[src/logic/ustc_pkg.sv]
// Shared constants for the oscillator tuning and USB clock control block
package ustc_pkg;

	// ----------------------------------------------------------------
	// Bus geometry
	// ----------------------------------------------------------------
	localparam int          ADDR_W          = 16;
	localparam int          DATA_W          = 32;
	localparam int          IDX_W           = 12;
	localparam logic [31:0] RDATA_ZERO      = 32'h0000_0000;
	localparam logic [1:0]  WORD_ALIGN      = 2'h0;

	// ----------------------------------------------------------------
	// Register indices; byte address is four times the index
	// ----------------------------------------------------------------
	localparam logic [IDX_W-1:0] OSC_TUNING_IDX = 12'hf9b;
	localparam logic [IDX_W-1:0] DIV_CTRL_IDX   = 12'hf9c;
	localparam logic [IDX_W-1:0] CLK_STATUS_IDX = 12'hf9d;

	localparam logic [ADDR_W-1:0] OSC_TUNING_ADDR = {2'h0, OSC_TUNING_IDX, WORD_ALIGN};
	localparam logic [ADDR_W-1:0] DIV_CTRL_ADDR   = {2'h0, DIV_CTRL_IDX, WORD_ALIGN};
	localparam logic [ADDR_W-1:0] CLK_STATUS_ADDR = {2'h0, CLK_STATUS_IDX, WORD_ALIGN};

	// ----------------------------------------------------------------
	// osc_tuning fields
	// ----------------------------------------------------------------
	localparam int         LF_SRC_BIT      = 7;
	localparam int         PLL_EN_BIT      = 6;
	localparam int         TRIM_MSB        = 5;
	localparam int         TRIM_LSB        = 0;
	localparam int         TRIM_W          = 6;
	localparam logic [7:0] OSC_TUNING_RST  = 8'h00;
	localparam logic [5:0] TRIM_SIGN_FLIP  = 6'h20;

	// ----------------------------------------------------------------
	// div_ctrl fields
	// ----------------------------------------------------------------
	localparam int         CPU_DIV_LSB     = 0;
	localparam int         CPU_DIV_MSB     = 1;
	localparam int         LS_PRESCALE_BIT = 2;
	localparam int         LS_SRC_PLL_BIT  = 3;
	localparam int         FULL_SPEED_BIT  = 4;
	localparam logic [7:0] DIV_CTRL_MASK   = 8'h1f;
	localparam logic [7:0] DIV_CTRL_RST    = 8'h07;

	// ----------------------------------------------------------------
	// clk_status fields
	// ----------------------------------------------------------------
	localparam int ST_PLL_ON       = 0;
	localparam int ST_LF_DIVIDED   = 1;
	localparam int ST_USB_CFG_OK   = 2;
	localparam int ST_FULL_SPEED   = 3;
	localparam int ST_TRIM_CENTRE  = 4;

	// ----------------------------------------------------------------
	// Divide ratios
	// ----------------------------------------------------------------
	localparam int         DIV_W          = 9;
	localparam logic [8:0] LF_DIV_RATIO   = 9'h100;
	localparam logic [8:0] CPU_RATIO_1    = 9'h001;
	localparam logic [8:0] CPU_RATIO_2    = 9'h002;
	localparam logic [8:0] CPU_RATIO_3    = 9'h003;
	localparam logic [8:0] CPU_RATIO_6    = 9'h006;
	localparam logic [8:0] USB_RATIO_48   = 9'h008;
	localparam logic [8:0] USB_RATIO_24   = 9'h004;

	localparam logic [1:0] CPU_CODE_DIV1  = 2'h3;
	localparam logic [1:0] CPU_CODE_DIV2  = 2'h2;
	localparam logic [1:0] CPU_CODE_DIV3  = 2'h1;
	localparam logic [1:0] CPU_CODE_DIV6  = 2'h0;

endpackage

[src/logic/ustc_clk_div.sv]
// Tick divider: one output pulse for every ratio input ticks
`timescale 1ns/1ps
`default_nettype none

module ustc_clk_div #(
	parameter int W = 9
) (
	input  wire logic         core_clk_in,
	input  wire logic         rst_n_in,
	input  wire logic         tick_in,
	input  wire logic [W-1:0] ratio_in,
	output logic              tick_out
);

	typedef struct packed {
		logic [W-1:0] count;
		logic         tick;
	} ustc_div_state_t;

	ustc_div_state_t st_reg;
	ustc_div_state_t st_next;
	logic [W-1:0]    last_count;

	// Ratio zero behaves as one rather than stalling
	assign last_count = (ratio_in == '0) ? '0 : ratio_in - W'(1);

	always_comb
	begin
		st_next      = st_reg;
		st_next.tick = 1'b0;
		if (tick_in)
		begin
			// Wrap also covers a ratio lowered below the running count
			if (st_reg.count >= last_count)
			begin
				st_next.count = '0;
				st_next.tick  = 1'b1;
			end
			else
			begin
				st_next.count = st_reg.count + W'(1);
			end
		end
	end

	always_ff @(posedge core_clk_in)
	begin
		if (!rst_n_in)
			st_reg <= '0;
		else
			st_reg <= st_next;
	end

	assign tick_out = st_reg.tick;

endmodule // ustc_clk_div

`default_nettype wire

[src/logic/ustc_clock_ctrl.sv]
// Oscillator tuning register and USB / core clock derivation with APB access
//
// The APB slave port was decided locally.
`timescale 1ns/1ps
`default_nettype none

module ustc_clock_ctrl
	import ustc_pkg::*;
(
	input  wire logic                        core_clk_in,
	input  wire logic                        rst_n_in,
	// APB slave
	input  wire logic                        psel_in,
	input  wire logic                        penable_in,
	input  wire logic                        pwrite_in,
	input  wire logic [ustc_pkg::ADDR_W-1:0] paddr_in,
	input  wire logic [ustc_pkg::DATA_W-1:0] pwdata_in,
	output logic [ustc_pkg::DATA_W-1:0]      prdata_out,
	output logic                             pready_out,
	output logic                             pslverr_out,
	// Configuration and clock source ticks
	input  wire logic                        config_multiplier_enable_in,
	input  wire logic                        sys_clk_is_48_in,
	input  wire logic                        fast_internal_osc_tick_in,
	input  wire logic                        slow_internal_rc_tick_in,
	input  wire logic                        primary_osc_tick_in,
	input  wire logic                        pll_48_tick_in,
	input  wire logic                        sys_clk_tick_in,
	// Derived outputs
	output logic                             freq_multiplier_on_out,
	output logic                             low_freq_tick_out,
	output logic                             cpu_clk_tick_out,
	output logic                             usb_clk_tick_out,
	output logic [ustc_pkg::TRIM_W-1:0]      trim_code_out,
	output logic                             usb_cfg_ok_out
);

	// ----------------------------------------------------------------
	// Register layout
	// ----------------------------------------------------------------
	// Registers are one byte; the rest of the bus word reads zero
	localparam int               REG_W    = 8;
	localparam int               PAD_W    = DATA_W - REG_W;
	localparam logic [PAD_W-1:0] PAD_ZERO = '0;

	// ----------------------------------------------------------------
	// State
	// ----------------------------------------------------------------
	typedef struct packed {
		logic [REG_W-1:0]  osc_tuning;
		logic [REG_W-1:0]  div_ctrl;
		logic [DATA_W-1:0] rdata;
		logic              slverr;
		logic              pll_on;
		logic              lf_tick;
		logic              usb_tick;
		logic              cfg_ok;
	} ustc_ctrl_state_t;

	ustc_ctrl_state_t st_reg;
	ustc_ctrl_state_t st_next;

	// ----------------------------------------------------------------
	// Decoded fields
	// ----------------------------------------------------------------
	logic              low_freq_source_select;
	logic              freq_multiplier_enable;
	logic [TRIM_W-1:0] trim_field;
	logic [1:0]        cpu_clock_divider;
	logic              low_speed_prescale_select;
	logic              ls_src_pll;
	logic              full_speed_sel;

	assign low_freq_source_select    = st_reg.osc_tuning[LF_SRC_BIT];
	assign freq_multiplier_enable    = st_reg.osc_tuning[PLL_EN_BIT];
	assign trim_field                = st_reg.osc_tuning[TRIM_MSB:TRIM_LSB];
	assign cpu_clock_divider         = st_reg.div_ctrl[CPU_DIV_MSB:CPU_DIV_LSB];
	assign low_speed_prescale_select = st_reg.div_ctrl[LS_PRESCALE_BIT];
	assign ls_src_pll                = st_reg.div_ctrl[LS_SRC_PLL_BIT];
	assign full_speed_sel            = st_reg.div_ctrl[FULL_SPEED_BIT];

	// ----------------------------------------------------------------
	// Divider ratio selection
	// ----------------------------------------------------------------
	logic [DIV_W-1:0] cpu_ratio;
	logic [DIV_W-1:0] usb_ratio;
	logic             pll_tick_gated;
	logic             ls_src_tick;
	logic             lf_div_tick;
	logic             cpu_div_tick;
	logic             ls_div_tick;
	logic             trim_centre;

	always_comb
	begin
		unique case (cpu_clock_divider)
			CPU_CODE_DIV1: cpu_ratio = CPU_RATIO_1;
			CPU_CODE_DIV2: cpu_ratio = CPU_RATIO_2;
			CPU_CODE_DIV3: cpu_ratio = CPU_RATIO_3;
			CPU_CODE_DIV6: cpu_ratio = CPU_RATIO_6;
		endcase
	end

	// Ratio follows the prescale bit; a mismatch with the system clock only flags status
	always_comb
	begin
		if (low_speed_prescale_select)
			usb_ratio = USB_RATIO_48;
		else
			usb_ratio = USB_RATIO_24;
	end

	// ----------------------------------------------------------------
	// Low-Speed source
	// ----------------------------------------------------------------
	// A stopped PLL must not feed any USB path
	assign pll_tick_gated = st_reg.pll_on & pll_48_tick_in;
	assign ls_src_tick    = ls_src_pll ? pll_tick_gated : primary_osc_tick_in;

	// ----------------------------------------------------------------
	// Dividers and trim
	// ----------------------------------------------------------------
	// Fixed divide by 256 for the slow device clock
	ustc_clk_div #(
		.W (DIV_W)
	) u_lf_div (
		.core_clk_in (core_clk_in),
		.rst_n_in    (rst_n_in),
		.tick_in     (fast_internal_osc_tick_in),
		.ratio_in    (LF_DIV_RATIO),
		.tick_out    (lf_div_tick)
	);

	// CPU divider is independent of the USB divider
	ustc_clk_div #(
		.W (DIV_W)
	) u_cpu_div (
		.core_clk_in (core_clk_in),
		.rst_n_in    (rst_n_in),
		.tick_in     (sys_clk_tick_in),
		.ratio_in    (cpu_ratio),
		.tick_out    (cpu_div_tick)
	);

	ustc_clk_div #(
		.W (DIV_W)
	) u_usb_ls_div (
		.core_clk_in (core_clk_in),
		.rst_n_in    (rst_n_in),
		.tick_in     (ls_src_tick),
		.ratio_in    (usb_ratio),
		.tick_out    (ls_div_tick)
	);

	ustc_trim_map u_trim (
		.core_clk_in     (core_clk_in),
		.rst_n_in        (rst_n_in),
		.trim_field_in   (trim_field),
		.trim_code_out   (trim_code_out),
		.trim_centre_out (trim_centre)
	);

	// ----------------------------------------------------------------
	// APB decode
	// ----------------------------------------------------------------
	logic              apb_setup;
	logic              apb_access;
	logic              hit_tuning;
	logic              hit_div;
	logic              hit_status;
	logic              addr_mapped;
	logic              wr_tuning;
	logic              wr_div;
	logic [REG_W-1:0]  wdata_byte;

	assign apb_setup   = psel_in & ~penable_in;
	assign apb_access  = psel_in & penable_in;
	assign hit_tuning  = (paddr_in == OSC_TUNING_ADDR);
	assign hit_div     = (paddr_in == DIV_CTRL_ADDR);
	assign hit_status  = (paddr_in == CLK_STATUS_ADDR);
	assign addr_mapped = hit_tuning | hit_div | hit_status;
	// Status is read-only; writes to it are ignored without error
	assign wr_tuning   = apb_access & pwrite_in & hit_tuning;
	assign wr_div      = apb_access & pwrite_in & hit_div;
	assign wdata_byte  = pwdata_in[REG_W-1:0];

	// ----------------------------------------------------------------
	// Read data
	// ----------------------------------------------------------------
	logic [DATA_W-1:0] status_word;
	logic [DATA_W-1:0] rdata_sel;

	always_comb
	begin
		status_word                 = RDATA_ZERO;
		status_word[ST_PLL_ON]      = st_reg.pll_on;
		status_word[ST_LF_DIVIDED]  = low_freq_source_select;
		status_word[ST_USB_CFG_OK]  = st_reg.cfg_ok;
		status_word[ST_FULL_SPEED]  = full_speed_sel;
		status_word[ST_TRIM_CENTRE] = trim_centre;
	end

	// Unmapped and misaligned addresses read zero
	always_comb
	begin
		if (hit_tuning)
			rdata_sel = {PAD_ZERO, st_reg.osc_tuning};
		else if (hit_div)
			rdata_sel = {PAD_ZERO, st_reg.div_ctrl};
		else if (hit_status)
			rdata_sel = status_word;
		else
			rdata_sel = RDATA_ZERO;
	end

	// ----------------------------------------------------------------
	// Clock source selection
	// ----------------------------------------------------------------
	logic pll_on_next;
	logic lf_tick_next;
	logic usb_tick_next;
	logic ls_pair_ok;
	logic cfg_ok_next;

	// Configuration enable overrides a cleared register bit
	assign pll_on_next   = freq_multiplier_enable | config_multiplier_enable_in;
	assign lf_tick_next  = low_freq_source_select ? lf_div_tick : slow_internal_rc_tick_in;
	// Full-Speed takes the 48 MHz PLL tick, Low-Speed the divided 6 MHz tick
	assign usb_tick_next = full_speed_sel ? pll_tick_gated : ls_div_tick;
	// A prescale that does not match the system clock only clears the status
	assign ls_pair_ok    = (low_speed_prescale_select == sys_clk_is_48_in);
	// Full-Speed needs a running PLL
	assign cfg_ok_next   = full_speed_sel ? st_reg.pll_on : ls_pair_ok;

	// ----------------------------------------------------------------
	// Next state
	// ----------------------------------------------------------------
	always_comb
	begin
		st_next = st_reg;

		// Read data and error are captured in setup so they come from flops
		if (apb_setup)
		begin
			st_next.slverr = ~addr_mapped;
			st_next.rdata  = rdata_sel;
		end

		if (wr_tuning)
			st_next.osc_tuning = wdata_byte;
		if (wr_div)
			st_next.div_ctrl = wdata_byte & DIV_CTRL_MASK;

		// Levels and ticks are registered so outputs come from flops
		st_next.pll_on   = pll_on_next;
		st_next.lf_tick  = lf_tick_next;
		st_next.usb_tick = usb_tick_next;
		st_next.cfg_ok   = cfg_ok_next;
	end

	always_ff @(posedge core_clk_in)
	begin
		if (!rst_n_in)
		begin
			st_reg            <= '0;
			st_reg.osc_tuning <= OSC_TUNING_RST;
			st_reg.div_ctrl   <= DIV_CTRL_RST;
		end
		else
		begin
			st_reg <= st_next;
		end
	end

	// ----------------------------------------------------------------
	// Bus outputs
	// ----------------------------------------------------------------
	// Zero wait states keep the slave simple; every access ends in one access cycle
	assign pready_out  = 1'b1;
	assign prdata_out  = st_reg.rdata;
	assign pslverr_out = st_reg.slverr & apb_access;

	// ----------------------------------------------------------------
	// Clock outputs
	// ----------------------------------------------------------------
	// Pulses last one core clock
	assign freq_multiplier_on_out = st_reg.pll_on;
	assign low_freq_tick_out      = st_reg.lf_tick;
	assign cpu_clk_tick_out       = cpu_div_tick;
	assign usb_clk_tick_out       = st_reg.usb_tick;
	assign usb_cfg_ok_out         = st_reg.cfg_ok;

endmodule // ustc_clock_ctrl

`default_nettype wire

[src/logic/ustc_trim_map.sv]
// Signed trim field to monotonic offset-binary oscillator code
`timescale 1ns/1ps
`default_nettype none

module ustc_trim_map
	import ustc_pkg::*;
(
	input  wire logic                       core_clk_in,
	input  wire logic                       rst_n_in,
	input  wire logic [ustc_pkg::TRIM_W-1:0] trim_field_in,
	output logic [ustc_pkg::TRIM_W-1:0]      trim_code_out,
	output logic                            trim_centre_out
);

	typedef struct packed {
		logic [TRIM_W-1:0] code;
		logic              centre;
	} ustc_trim_state_t;

	ustc_trim_state_t st_reg;
	ustc_trim_state_t st_next;

	always_comb
	begin
		st_next        = st_reg;
		// Sign flip: 100000 -> lowest code, 000000 -> mid, 011111 -> highest
		st_next.code   = trim_field_in ^ TRIM_SIGN_FLIP;
		st_next.centre = (trim_field_in == '0);
	end

	always_ff @(posedge core_clk_in)
	begin
		if (!rst_n_in)
			st_reg <= '{code: TRIM_SIGN_FLIP, centre: 1'b1};
		else
			st_reg <= st_next;
	end

	assign trim_code_out   = st_reg.code;
	assign trim_centre_out = st_reg.centre;

endmodule // ustc_trim_map

`default_nettype wire

[config.mk]
export PLATFORM = sky130hd
export DESIGN_NAME = ustc_clock_ctrl
export DESIGN_NICKNAME = d
export VERILOG_FILES = /design/src/logic/ustc_pkg.sv /design/src/logic/ustc_clk_div.sv /design/src/logic/ustc_clock_ctrl.sv /design/src/logic/ustc_trim_map.sv
export SDC_FILE = /design/constraint.sdc
export NUM_CORES = 1
export LEC_CHECK = 0
export ABC_AREA = 1
export BUFFER_PORTS_ARGS = -buffer_cell sky130_fd_sc_hd__buf_2
export CORE_ASPECT_RATIO = 0.8
export CORE_MARGIN = 2
export CORE_UTILIZATION = 50
export DETAILED_ROUTE_END_ITERATION = 7
export PLACE_DENSITY = 0.87
export SYNTH_ARGS = -nofsm -noshare
export SYNTH_HDL_FRONTEND = slang
export SYNTH_SLANG_ARGS = --single-unit
[constraint.sdc]
create_clock -name core_clk_in -period 2.01 [get_ports core_clk_in]
set_input_delay 0.402 -clock core_clk_in [delete_from_list [all_inputs] [get_ports core_clk_in]]
set_output_delay 0.402 -clock core_clk_in [all_outputs]
set_load 0.03 [all_outputs]
==> metrics list <==
- Final setup fails: 0
- Slew @ Worst Pin: 0.547 ns
- Walking the worst path, the cells encountered are ha_1 -> nand2_1 -> nor4_2 -> ha_1 -> nor2_1 -> o21ai_1 -> inv_1 -> o21ai_4 -> nor3_1.
* Leading cell types by total area after synthesis: sky130_fd_sc_hd__dfxtp_1 40%, sky130_fd_sc_hd__nand2_1 10%, sky130_fd_sc_hd__buf_4 7.9%, sky130_fd_sc_hd__inv_1 5.2%, sky130_fd_sc_hd__nor2_1 5.2%
- Synthesis produced a netlist whose cell count is 413.
- The setup path with the least slack is of type flip-flop to flip-flop.
- Clock tree synthesis inserted a total of 9 buffers.
- Hold bufs inserted after CTS: 0
- Shortest clock period the worst path allows after layout: 1.82 ns
- During synthesis, Yosys emitted a total of 0 warnings.
* Headroom to the max-slew limit: 63.5%
- Hold WC Path Type: primary input to flip-flop
* DRT Pass-1 Iters: 4
- Simple-gate portion of the synthesized area: 29.1%
* Clock sink total: 63
- Crit path largest cell delay: 0.37 ns
- Placeable core region: 5970 sq um
- Pin count of the biggest net entering global routing: 19
- The number of pins with negative max-slew slack in the final report came to 0.
- Number of nets with antenna violations after routing: 0
- At the end of routability-driven placement, the weighted congestion stood at 0.850.
* Highest net fanout along the worst path: 9
* Placement row count: 25
* Post-Route Setup TNS: 0 ns
- Sum of internal, switching and leakage power: 0.00255 W
* Clock Path Buffers: 2
- Root buf cell: sky130_fd_sc_hd__clkbuf_8
* Synth Flop Type: sky130_fd_sc_hd__dfxtp_1
- Area growth syn-to-layout: 12.3%
- Met2 wire len: 3.20 mm
- Drt drc: 0
- Maximum capacitance violations: 0
- Fraction of the mapped netlist area in compound gates: 9.49%
- After detailed routing, the number of vias per cell comes to 4.87.
- Measured along the y axis, the die boundary spans 74.7 microns.
- VDD sags by at most 0.385 mV.
- Critical-path cell with the highest stage delay: sky130_fd_sc_hd__dfxtp_1
- The net count of the finished layout is 532.
- Dividing the synthesized area by the synthesized cell count gives 7.56 sq um.
- Top routing layer in use: met4
- Hold is met by 0.296 ns.
- Netlist Area Pre-Place: 3120 sq um
- Worst setup SP type: flip-flop
* Reg clk slew, reported paths: 0.07 ns
* Worst setup EP type: flip-flop
- PostCTS Resize Cnt: 0
* Max Clock Freq: 0.549 GHz
- The final number of hold-violating endpoints was 0.
- Kind of cell with the highest combined delay on the critical path: simple AND/OR/NAND/NOR gates
- Number of port buffers: 55
* Largest area contributor in the netlist: sky130_fd_sc_hd__dfxtp_1
* Routed metal-1 wirelength: 2.81 mm
* Sum of net half-perimeters after detailed placement: 4.93 mm
- First DRT Iteration DRCs: 236
- Share of async-settable or async-resettable flops after synthesis: 0%
- Summing the sequential cell areas from Yosys gives 40.4% of the chip area.
- Leading cell types by count after synthesis: 83 x sky130_fd_sc_hd__nand2_1, 63 x sky130_fd_sc_hd__dfxtp_1, 43 x sky130_fd_sc_hd__inv_1, 43 x sky130_fd_sc_hd__nor2_1, 33 x sky130_fd_sc_hd__buf_4
- Post-route fraction of the period consumed by the critical path: 90.6%
- Dividing total power by cell area gives a power density of 727 nW/um^2.
* Result of the run: finished clean
- Area share of the leading cell type in the synthesized netlist: 40.4%
- Global-route wire length before repair: 10.9 mm
* Most prevalent standard cell on the critical path: sky130_fd_sc_hd__ha_1
- Static leakage power: 1.65 nW
- The number of antenna diodes in the final layout is 0.
* DRT Wirelength: 6.55 mm
- By instance count, the leading cell after synthesis is sky130_fd_sc_hd__nand2_1.
- Worst reg-to-reg setup slack: 0.19 ns
- Clk_skew: 0.00757 ns
- Utilization after layout: 58.7%
- Of the total synthesized cell area, the portion taken by full adders, half adders and majority gates is 3.20%.
- Number of enable-type register cells in the synthesized netlist: 0
* Yosys cell types: 39
- Setup repair after global routing left no endpoint under its margin.
- 105 I/O pins were placed.
- Die Outline Area: 6900 sq um
* Post-CTS setup-driven buffer insertion count: 0
- The number of buffers and inverters on the critical path is 1.
- Overflow left after global routing: 0
- XOR/XNOR share of the synthesized area: 1.68%
* Per-cell routed wire length: 11.9 microns
* H-Tree Level Count: 3
* Number of global-route vias before repair: 2455
- TritonCTS built the clock tree.
- The clock reaches the later pin of the worst-skew pair after 0.34 ns.
- Once the floorplan was initialized, standard cells occupied 52.3% of the core.
* Total global routing track utilization: 20.6%
- Antenna violations before repair: 0
* Endpoint arrival time on the critical path: 2.04 ns
* Synthesis-stage register bit count: 63
- Detailed-routed wire length on met3: 462 microns
- The portion of synthesized area spent on multiplexers is 0.320%.
- Chip width: 92.4 microns
- Required time worst endpoint: 2.23 ns
* Total number of vias: 2674
- By area, the combinational part of the netlist is dominated by simple AND/OR/NAND/NOR gates.
- Fraction of final layout cells with drive strength greater than 1: 23.7%
-- power by group --
part	total (W)	internal (W)	switching [W]	leakage, nW
clock network	0.00102	0.000562	0.000461	0.0892
logic	0.000250	0.0000675	0.000182	1.05
registers	0.00128	0.00126	0.0000117	0.510
total	0.00255	0.00189	0.000655	1.65
-- cells in the final DEF (no fill, tap or decap), drive strengths merged, types with 11 or more instances in the layout --
cell	n
clkbuf	11
a21oi	26
nand3	26
dfxtp	63
nor3	13
nor2	50
buf	58
o21ai	14
conb	25
inv	50
nand2	91
-- through the flow --
stage / instance area, sq um / std cells / setup WS, ns
after global placement: 3320 / 534 / 0.290
final: 3510 / 549 / 0.189
after floorplan: 3210 / 436 / 0.452
after CTS: 3500 / 549 / 0.0749
after global routing: 3510 / 549 / 0.0245
after detailed placement: 3320 / 534 / 0.0843
-- final cells by class --
type / instances / area, sq um
Tap cell: 81 / 101
Multi-Input combinational cell: 281 / 1470
Timing Repair Buffer: 58 / 298
Clock inverter: 4 / 47.5
Sequential cell: 63 / 1260
Fill cell: 541 / 2470
Clock buffer: 11 / 131
Inverter: 51 / 199
-- kinds of logic after synthesis --
| kind of cell | Yosys count |
|---|---|
| buffers and inverters | 92 |
| adders and majority gates | 8 |
| xor gates and xnor gates | 6 |
| AOI/OAI and AO/OA | 46 |
| DFF | 63 |
| other | 2 |
| muxes | 1 |
| and+or+nand+nor | 195 |
-- final timing paths --
kind / start / to / cells after the start
worst min register to register: u_usb_ls_div.st_reg[8] / u_usb_ls_div.st_reg[8] / 2
worst max register to register: u_lf_div.st_reg[1] / u_lf_div.st_reg[3] / 9
worst max-delay path: u_lf_div.st_reg[1] / u_lf_div.st_reg[3] / 9
worst min-delay path: config_multiplier_enable_in / freq_multiplier_on_out / 3
-- worst register-to-register path, cell delays in order (launching register included) --
cell	delay (ns)
sky130_fd_sc_hd__dfxtp_1	0.37
sky130_fd_sc_hd__ha_1	0.18
sky130_fd_sc_hd__nand2_1	0.11
sky130_fd_sc_hd__nor4_2	0.30
sky130_fd_sc_hd__ha_1	0.21
sky130_fd_sc_hd__nor2_1	0.05
sky130_fd_sc_hd__o21ai_1	0.06
sky130_fd_sc_hd__inv_1	0.08
sky130_fd_sc_hd__o21ai_4	0.25
sky130_fd_sc_hd__nor3_1	0.08
-- routing by layer --
| metal | track usage [%] | vias up |
|---|---|---|
| met2 | 35.5 | 94 |
| met4 | 6.97 | 0 |
| met5 | 0 | - |
| met3 | 7.91 | 8 |
| met1 | 23.9 | 1217 |
| li1 | - | 1355 |
Power figures use the tool's default switching activity.
